File: src/core/smb_cfg_params.svh
`ifndef SMB_CFG_PARAMS_SVH
`define SMB_CFG_PARAMS_SVH
// ----------------------------------------
// Address and register map
// ----------------------------------------
`define ADDR_UPPER        4'hD
`define REG_OUT_ENABLE    8'h00
`define REG_PLL_MODE      8'h01
`define REG_COUNT         8'h02
`define OUT_ENABLE_RESET  8'h18
`define PLL_MODE_RESET    8'h06
`define OUT_ENABLE_RW     8'h18
`define PLL_MODE_RW       8'h3B
`define BIT_OUT1_ENABLE   4
`define BIT_OUT0_ENABLE   3
`define BIT_SW_SELECT     5
`define DISABLE_STATE_RESET 2'h0
`endif

File: src/core/smb_cfg_pkg.sv
`default_nettype none
package smb_cfg_pkg;
	// Byte-level phases of a transaction
	typedef enum logic [6:0] {
		PH_IDLE  = 7'h01,
		PH_ADDR  = 7'h02,
		PH_INDEX = 7'h04,
		PH_COUNT = 7'h08,
		PH_WDATA = 7'h10,
		PH_RDATA = 7'h20,
		PH_SKIP  = 7'h40
	} phase_t;

	// Bit events from the line front end
	typedef struct packed {
		logic start;
		logic stop;
		logic rise;
		logic fall;
		logic sda;
	} line_ev_t;

	// Configuration outputs toward the analog core
	typedef struct packed {
		logic [1:0] out_active;
		logic [1:0] pll_mode;
		logic [1:0] swing_sel;
		logic [1:0] disable_state_field;
	} cfg_out_t;
endpackage
`default_nettype wire

File: src/core/smb_cfg_slave.sv
`include "smb_cfg_params.svh"
`default_nettype none
module smb_cfg_slave
	import smb_cfg_pkg::*;
(
	// Clock and reset
	input  wire logic       clock,
	input  wire logic       rst,
	// Bus pins (open drain, oe low while pulling low)
	input  wire logic       scl_in,
	input  wire logic       sda_in,
	output logic            sda_out,
	output logic            sda_oe_n,
	// Straps
	input  wire logic [2:0] addr_strap_pin,
	input  wire logic [1:0] pll_mode_strap,
	// Output enable pins, active low
	input  wire logic [1:0] out_enable_pin_n,
	// Stop-control field from the stop-control register
	input  wire logic [1:0] disable_state_field,
	// Configuration to the clock core
	output cfg_out_t        cfg
);
	typedef struct packed {
		logic [1:0] strap_cnt;
		logic [1:0][1:0] oe_pin_s;
		logic [1:0][2:0] addr_pin_s;
		logic [1:0][1:0] mode_pin_s;
		logic [2:0] addr_lo;
		logic [1:0] pll_latched;
		logic [7:0] out_enable_ctrl;
		logic [7:0] pll_mode_amplitude_ctrl;
		phase_t     phase;
		logic [3:0] bitcnt;
		logic [7:0] shift;
		logic [7:0] index;
		logic [7:0] remain;
		logic       ack_slot;
		logic       drive_low;
		logic       got_count;
		cfg_out_t   cfg;
	} state_t;
	state_t st, next_st;
	line_ev_t ev;
	logic [7:0] rd_byte;

	// ----------------------------------------
	// Line front end
	// ----------------------------------------
	smb_line_sync smb_line_sync_i (
		.clock  (clock),
		.rst    (rst),
		.scl_in (scl_in),
		.sda_in (sda_in),
		.ev     (ev)
	);

	// ----------------------------------------
	// Register readback
	// ----------------------------------------
	// Register readback mux
	always_comb begin
		case (st.index)
			`REG_OUT_ENABLE: rd_byte = st.out_enable_ctrl;
			`REG_PLL_MODE:   rd_byte = {st.pll_latched, st.pll_mode_amplitude_ctrl[5:0]};
			default:         rd_byte = 8'h00;
		endcase
	end

	// ----------------------------------------
	// Protocol engine
	// ----------------------------------------
	always_comb begin
		next_st = st;
		// Pins pass two flip-flops before any logic reads them
		// Straps are static, but a raw pin must never reach logic
		next_st.oe_pin_s   = {st.oe_pin_s[0], out_enable_pin_n};
		next_st.addr_pin_s = {st.addr_pin_s[0], addr_strap_pin};
		next_st.mode_pin_s = {st.mode_pin_s[0], pll_mode_strap};
		// Strap capture a few cycles after reset release
		if (st.strap_cnt != 2'h3) begin
			next_st.strap_cnt = st.strap_cnt + 2'h1;
			if (st.strap_cnt == 2'h2) begin
				next_st.addr_lo     = st.addr_pin_s[1];
				next_st.pll_latched = st.mode_pin_s[1];
			end
		end
		if (ev.start) begin
			next_st.phase     = PH_ADDR;
			next_st.bitcnt    = 4'h0;
			next_st.ack_slot  = 1'b0;
			next_st.drive_low = 1'b0;
		end else if (ev.stop) begin
			next_st.phase     = PH_IDLE;
			next_st.drive_low = 1'b0;
		end else if (st.phase != PH_IDLE && st.phase != PH_SKIP) begin
			if (ev.rise && !st.ack_slot) begin
				next_st.shift  = {st.shift[6:0], ev.sda};
				next_st.bitcnt = st.bitcnt + 4'h1;
			end
			// Host nack ends the read; idle until stop or start
			if (ev.rise && st.ack_slot && st.phase == PH_RDATA && ev.sda) begin
				next_st.phase = PH_SKIP;
			end
			if (ev.fall) begin
				if (st.ack_slot) begin
					// Acknowledge slot over; prepare next byte
					next_st.ack_slot  = 1'b0;
					next_st.bitcnt    = 4'h0;
					next_st.drive_low = 1'b0;
					if (st.phase == PH_RDATA) begin
						// Count byte first, then register data from N onward
						next_st.shift     = st.got_count ? rd_byte : st.remain;
						next_st.drive_low = st.got_count ? ~rd_byte[7] : ~st.remain[7];
						if (st.got_count) begin
							next_st.index = st.index + 8'h1;
						end
						next_st.got_count = 1'b1;
					end
				end else if (st.bitcnt == 4'h8) begin
					// Eighth bit done: the next low phase is the ack slot
					next_st.ack_slot = 1'b1;
					next_st.drive_low = (st.phase != PH_RDATA);
					case (st.phase)
						PH_ADDR: begin
							// Match: index follows for writes, count for reads
							if (st.shift[7:1] == {`ADDR_UPPER, st.addr_lo}) begin
								next_st.phase     = st.shift[0] ? PH_RDATA : PH_INDEX;
								next_st.got_count = 1'b0;
								next_st.remain    = `REG_COUNT - st.index;
							end else begin
								next_st.phase     = PH_SKIP;
								next_st.drive_low = 1'b0;
							end
						end
						PH_INDEX: begin
							next_st.index = st.shift;
							next_st.phase = PH_COUNT;
						end
						PH_COUNT: begin
							next_st.remain = st.shift;
							next_st.phase  = PH_WDATA;
						end
						PH_WDATA: begin
							// Store into N.. while count lasts; reserved bits kept
							if (st.remain != 8'h00) begin
								case (st.index)
									`REG_OUT_ENABLE: next_st.out_enable_ctrl =
										(st.out_enable_ctrl & ~`OUT_ENABLE_RW) |
										(st.shift & `OUT_ENABLE_RW);
									`REG_PLL_MODE: next_st.pll_mode_amplitude_ctrl =
										(st.pll_mode_amplitude_ctrl & ~`PLL_MODE_RW) |
										(st.shift & `PLL_MODE_RW);
									default: ;
								endcase
								next_st.remain = st.remain - 8'h1;
								next_st.index  = st.index + 8'h1;
							end
						end
						PH_RDATA: ;
						default: ;
					endcase
				end else if (st.phase == PH_RDATA) begin
					// Each rise shifted once, so the next read bit is on top
					next_st.drive_low = ~st.shift[7];
				end
			end
		end

		// Decode configuration for the clock core
		next_st.cfg.out_active[1] = st.out_enable_ctrl[`BIT_OUT1_ENABLE] &
			~st.oe_pin_s[1][1];
		next_st.cfg.out_active[0] = st.out_enable_ctrl[`BIT_OUT0_ENABLE] &
			~st.oe_pin_s[1][0];
		next_st.cfg.pll_mode = st.pll_mode_amplitude_ctrl[`BIT_SW_SELECT] ?
			st.pll_mode_amplitude_ctrl[4:3] : st.pll_latched;
		next_st.cfg.swing_sel = st.pll_mode_amplitude_ctrl[1:0];
		next_st.cfg.disable_state_field = disable_state_field;
	end

	// ----------------------------------------
	// State register
	// ----------------------------------------
	// All block state except the line front end in one register
	always_ff @(posedge clock or posedge rst) begin
		if (rst) begin
			st <= '{strap_cnt: 2'h0, oe_pin_s: 4'hF, addr_pin_s: 6'h00, mode_pin_s: 4'h0,
				addr_lo: 3'h0, pll_latched: 2'h0,
				out_enable_ctrl: `OUT_ENABLE_RESET,
				pll_mode_amplitude_ctrl: `PLL_MODE_RESET,
				phase: PH_IDLE, bitcnt: 4'h0, shift: 8'h00,
				index: 8'h00, remain: 8'h00, ack_slot: 1'b0, drive_low: 1'b0,
				got_count: 1'b0,
				cfg: '{out_active: 2'h0, pll_mode: 2'h0, swing_sel: 2'h2,
					disable_state_field: `DISABLE_STATE_RESET}};
		end else begin
			st <= next_st;
		end
	end

	// ----------------------------------------
	// Pin outputs
	// ----------------------------------------
	// Open-drain data pin
	assign sda_out  = 1'b0;
	assign sda_oe_n = ~st.drive_low;
	assign cfg      = st.cfg;
endmodule
`default_nettype wire

File: src/core/smb_line_sync.sv
`default_nettype none
module smb_line_sync
	import smb_cfg_pkg::*;
(
	// Clock and reset
	input  wire logic clock,
	input  wire logic rst,
	// Raw bus pins
	input  wire logic scl_in,
	input  wire logic sda_in,
	// Events
	output line_ev_t  ev
);
	typedef struct packed {
		logic [1:0] scl_s;
		logic [1:0] sda_s;
		logic       scl_d;
		logic       sda_d;
	} sync_t;
	sync_t st, next_st;

	// Two-stage synchronisers, then one delayed copy for edges
	always_comb begin
		next_st       = st;
		next_st.scl_s = {st.scl_s[0], scl_in};
		next_st.sda_s = {st.sda_s[0], sda_in};
		next_st.scl_d = st.scl_s[1];
		next_st.sda_d = st.sda_s[1];
	end

	always_ff @(posedge clock or posedge rst) begin
		if (rst) begin
			st <= '{scl_s: 2'h3, sda_s: 2'h3, scl_d: 1'b1, sda_d: 1'b1};
		end else begin
			st <= next_st;
		end
	end

	// Edge and condition decode from settled samples only
	always_comb begin
		ev.rise  = st.scl_s[1] & ~st.scl_d;
		ev.fall  = ~st.scl_s[1] & st.scl_d;
		ev.start = st.scl_s[1] & st.scl_d & st.sda_d & ~st.sda_s[1];
		ev.stop  = st.scl_s[1] & st.scl_d & ~st.sda_d & st.sda_s[1];
		ev.sda   = st.sda_s[1];
	end
endmodule
`default_nettype wire

File: config.mk
export PLATFORM = sky130hd
export DESIGN_NAME = smb_cfg_slave
export DESIGN_NICKNAME = d
export VERILOG_FILES = /design/src/core/smb_cfg_pkg.sv /design/src/core/smb_cfg_slave.sv /design/src/core/smb_line_sync.sv
export VERILOG_INCLUDE_DIRS = /design/src /design/src/core
export SDC_FILE = /design/constraint.sdc
export NUM_CORES = 1
export LEC_CHECK = 0
export BUFFER_PORTS_ARGS = -buffer_cell sky130_fd_sc_hd__buf_4
export CORE_MARGIN = 3
export CORE_UTILIZATION = 60
export CTS_BUF_LIST = sky130_fd_sc_hd__clkbuf_16
export CTS_CLUSTER_SIZE = 30
export DETAILED_ROUTE_END_ITERATION = 12
export GPL_ROUTABILITY_DRIVEN = 0
export PLACE_DENSITY = 0.85
export REMOVE_ABC_BUFFERS = 1
export SETUP_SLACK_MARGIN = 0.3
export SLEW_MARGIN = 20
export SYNTH_ARGS = -nofsm -noshare
export SYNTH_HDL_FRONTEND = slang
export SYNTH_SLANG_ARGS = --single-unit
File: constraint.sdc
create_clock -name clock -period 5.65 [get_ports clock]
set_clock_uncertainty 0.2 [all_clocks]
set_input_delay 0.565 -clock clock [delete_from_list [all_inputs] [get_ports clock]]
set_output_delay 0.565 -clock clock [all_outputs]
set_load 0.01 [all_outputs]
==> results_dict.tcl <==
set metrics [dict create \
    status "finished clean" \
    postRouteAntennaNets 0 \
    ys_warn_count 0 \
    fp.dieArea_mm2 0.00788 \
    p_leak_nw 1.90 \
    slew_viol_final 0 \
    cts_resized 0 \
    synth-seq-cells 80 \
    worstSetupEndpointType "register" \
    finalHoldViolations 0 \
    yosysSeqAreaShare_pct 49.2 \
    grt_max_degree 81 \
    antenna_found_initial 0 \
    cp_data_required_time_ps 5680 \
    rsz0062_at_grt "no" \
    switching_power_mw 0.413 \
    multi_input_area_mm2 0.00186 \
    ir_drop_mv 0.275 \
    wirelength_met1_um 3950 \
    cp.arrival_ps 3180 \
    drt_pass1_iterations 5 \
    diodes 0 \
    period_share_pct 55.8 \
    ctsHoldBuffers 0 \
    synth.avg_cell_area_um2 9.93 \
    worst-setup-path-type "register to register" \
    route.met3.wl_um 823 \
    setup_viol_count_final 0 \
    worst-path-buf-inv 1 \
    seq_power_share_pct 48.1 \
    detail_route.wl_per_cell_um 19.1 \
    power.internal_mw 1.04 \
    synth_edf_count 0 \
    setup_tns_ps 0 \
    highest_layer "met4" \
    hold_path.class "primary input to register" \
    wl_met2_um 4460 \
    cts_tree "yes" \
    chipHeight_um 88.8 \
    first_global_vias 3186 \
    max_freq_ghz 0.317 \
    start_kind "register" \
    cts_max_level 3 \
    cap_violations 0 \
    dp_hpwl_um 6260 \
    path_cells "inv_1 -> ha_1 -> nor4bb_1 -> nand3_1 -> nor4_1 -> a21oi_1 -> a22o_1" \
    synth_area_mm2 0.00411 \
    clock_path_buffers 2 \
    wl_um 9510 \
    drt_iter0_markers 460 \
    path_delay_family "simple AND/OR/NAND/NOR gates" \
    drc 0 \
    clkPwrFrac_pct 41.9 \
    clock_sinks 80 \
    rows 29 \
    fin_util_pct 69.6 \
    path_max_fanout 7 \
    p_sw_share_pct 28.5 \
    cp_slowest_cell "nor4bb_1" \
    regArea_mm2 0.00202 \
    clock_latency_ps 340 \
    postCtsSetupRepairBufs 0 \
    clkSlewWorstSetupHoldPaths_ps 60 \
    cp_slowest_stage_delay_ps 860 \
    track_usage_pct 26.2 \
    clockRootBuffer "clkbuf_16" \
    r2r_start "st[35]" \
    syn_inst 414 \
    start_util_pct 63.3 \
    layout.nets 439 \
    cp-startpoint "st[35]" \
    drive_above_1_share_pct 17.8 \
    cts_buffers 9 \
    maxSlewHeadroom_pct 27.1 \
    n_fill_cell 450 \
    ys_async_sr_fraction_pct 100 \
    vias 3351 \
    hold_start "addr_strap_pin[2]" \
    port_buffers 21 \
    die_w_um 88.8 \
    power_frac_comb_pct 10.0 \
    period_needed_ps 3150 \
    grt_pass1_wl_um 15700 \
    area_growth_pct 10.0 \
    ys.flop_type "dfrtp_1" \
    pin_count 23 \
    routed_via_density 6.72 \
    core_region_area_mm2 0.00649 \
    tightest_slew_ps 1080 \
    synth_cell_types 58 \
    power_density_mw_per_mm2 321 \
    grt_overflow_total 0 \
]
-- path summary, 6_finish.rpt --
kind,endpoint,slack (ps),cells past startpoint
setup / recovery,st[43],2500,7
hold / removal,next_st[76],130,1
setup reg to reg,st[43],2500,7
hold reg to reg,st[75],150,0
max in group asynchronous,st[25],4300,3
min in group asynchronous,st[37],330,3
-- Yosys cell counts, types with 9 or more instances --
| library cell | count | area share, % |
|---|---|---|
| nand2_1 | 33 | 3.0 |
| dfrtp_1 | 65 | 40 |
| nor2_1 | 25 | 2.3 |
| a21oi_1 | 24 | 2.9 |
| inv_1 | 18 | 1.6 |
| mux2_2 | 15 | 4.1 |
| o21ai_1 | 9 | 1.1 |
| dfstp_2 | 15 | 9.6 |
| o21ai_0 | 30 | 3.7 |
| clkbuf_1 | 16 | 1.5 |
| nor3_1 | 17 | 2.1 |
| buf_4 | 9 | 1.6 |
| nand3_1 | 13 | 1.6 |
| xnor2_1 | 11 | 2.3 |
| ha_1 | 9 | 2.7 |
-- final cells by class --
type	instances	area share, %
Sequential cell	80	44.7
Multi-Input combinational cell	286	41.1
Clock buffer	9	4.98
Clock inverter	7	1.96
Tap cell	77	2.13
Timing Repair Buffer	22	3.65
Inverter	18	1.52
-- per-stage QoR --
step	area (µm²)	std cells	hold slack (ps)	worst slack [ps]	power, mW
2_1_floorplan	3950	384	131	2860	0.776
3_3_place_gp	4210	483	133	2660	0.831
3_5_place_dp	4210	483	135	2540	0.841
4_1_cts	4520	499	123	2570	1.45
5_1_grt	4520	499	120	2200	1.50
6_report	4520	499	129	2500	1.45
-- cells by family (layout without fill, tap and decap cells) --
family          after synthesis  in the layout  synth area share, %
mux                          17             17                 4.60
compound gates              109            109                 16.8
buf+inv                      48             56                 5.66
simple gates                133            133                 17.4
flops                        80             80                 49.2
fa+ha+maj                     9              9                 2.74
other cells                   1              1               0.0912
xor+xnor                     17             17                 3.62
-- sequential cells by signal, indices dropped and copies added, names as in the netlist --
signal and cells:
next_st 9, smb_line_sync_i.next_st 3, cfg 8, smb_line_sync_i.st 2
st 57, smb_line_sync_i.ev 1
-- power groups by stage --
| stage | registers [mW] | clock network, mW | logic, mW |
|---|---|---|---|
| after global routing | 0.702 | 0.640 | 0.160 |
| after global placement | 0.699 | 0 | 0.132 |
| after detailed placement | 0.700 | 0 | 0.140 |
| after floorplan | 0.671 | 0 | 0.105 |
| after CTS | 0.692 | 0.617 | 0.144 |
| final | 0.699 | 0.609 | 0.145 |
-- metal layers --
layer	GRT usage, %	up-vias
li1	-	1502
met2	40.1	190
met5	0	-
met1	35.8	1630
met3	6.42	29
met4	10.7	0
-- worst register-to-register path, stage by stage, from the launching register on --
cell and delay [ps]:
dfrtp_1 410, inv_1 80, ha_1 190, nor4bb_1 860
nand3_1 220, nor4_1 620, a21oi_1 180, a22o_1 280
-- cells in the final DEF, fill, tap and decap left out, drive strengths merged, types with 3 or more instances in the layout --
master	n
o41ai	3
nand4	3
clkinv	3
ha	9
nor4	6
dfstp	15
a31oi	7
dfrtp	65
clkbuf	9
nand2b	4
a211oi	3
a222oi	3
a22o	3
nor3	18
nor3b	4
o22ai	5
xnor2	11
nand3	13
inv	20
mux2	15
buf	22
a221oi	4
a21oi	24
nor2b	7
o21a	3
xor2	6
nand2	33
o21ai	39
or4	4
nor2	25
o22a	4
Note: power is estimated with default switching activity, not from simulation.
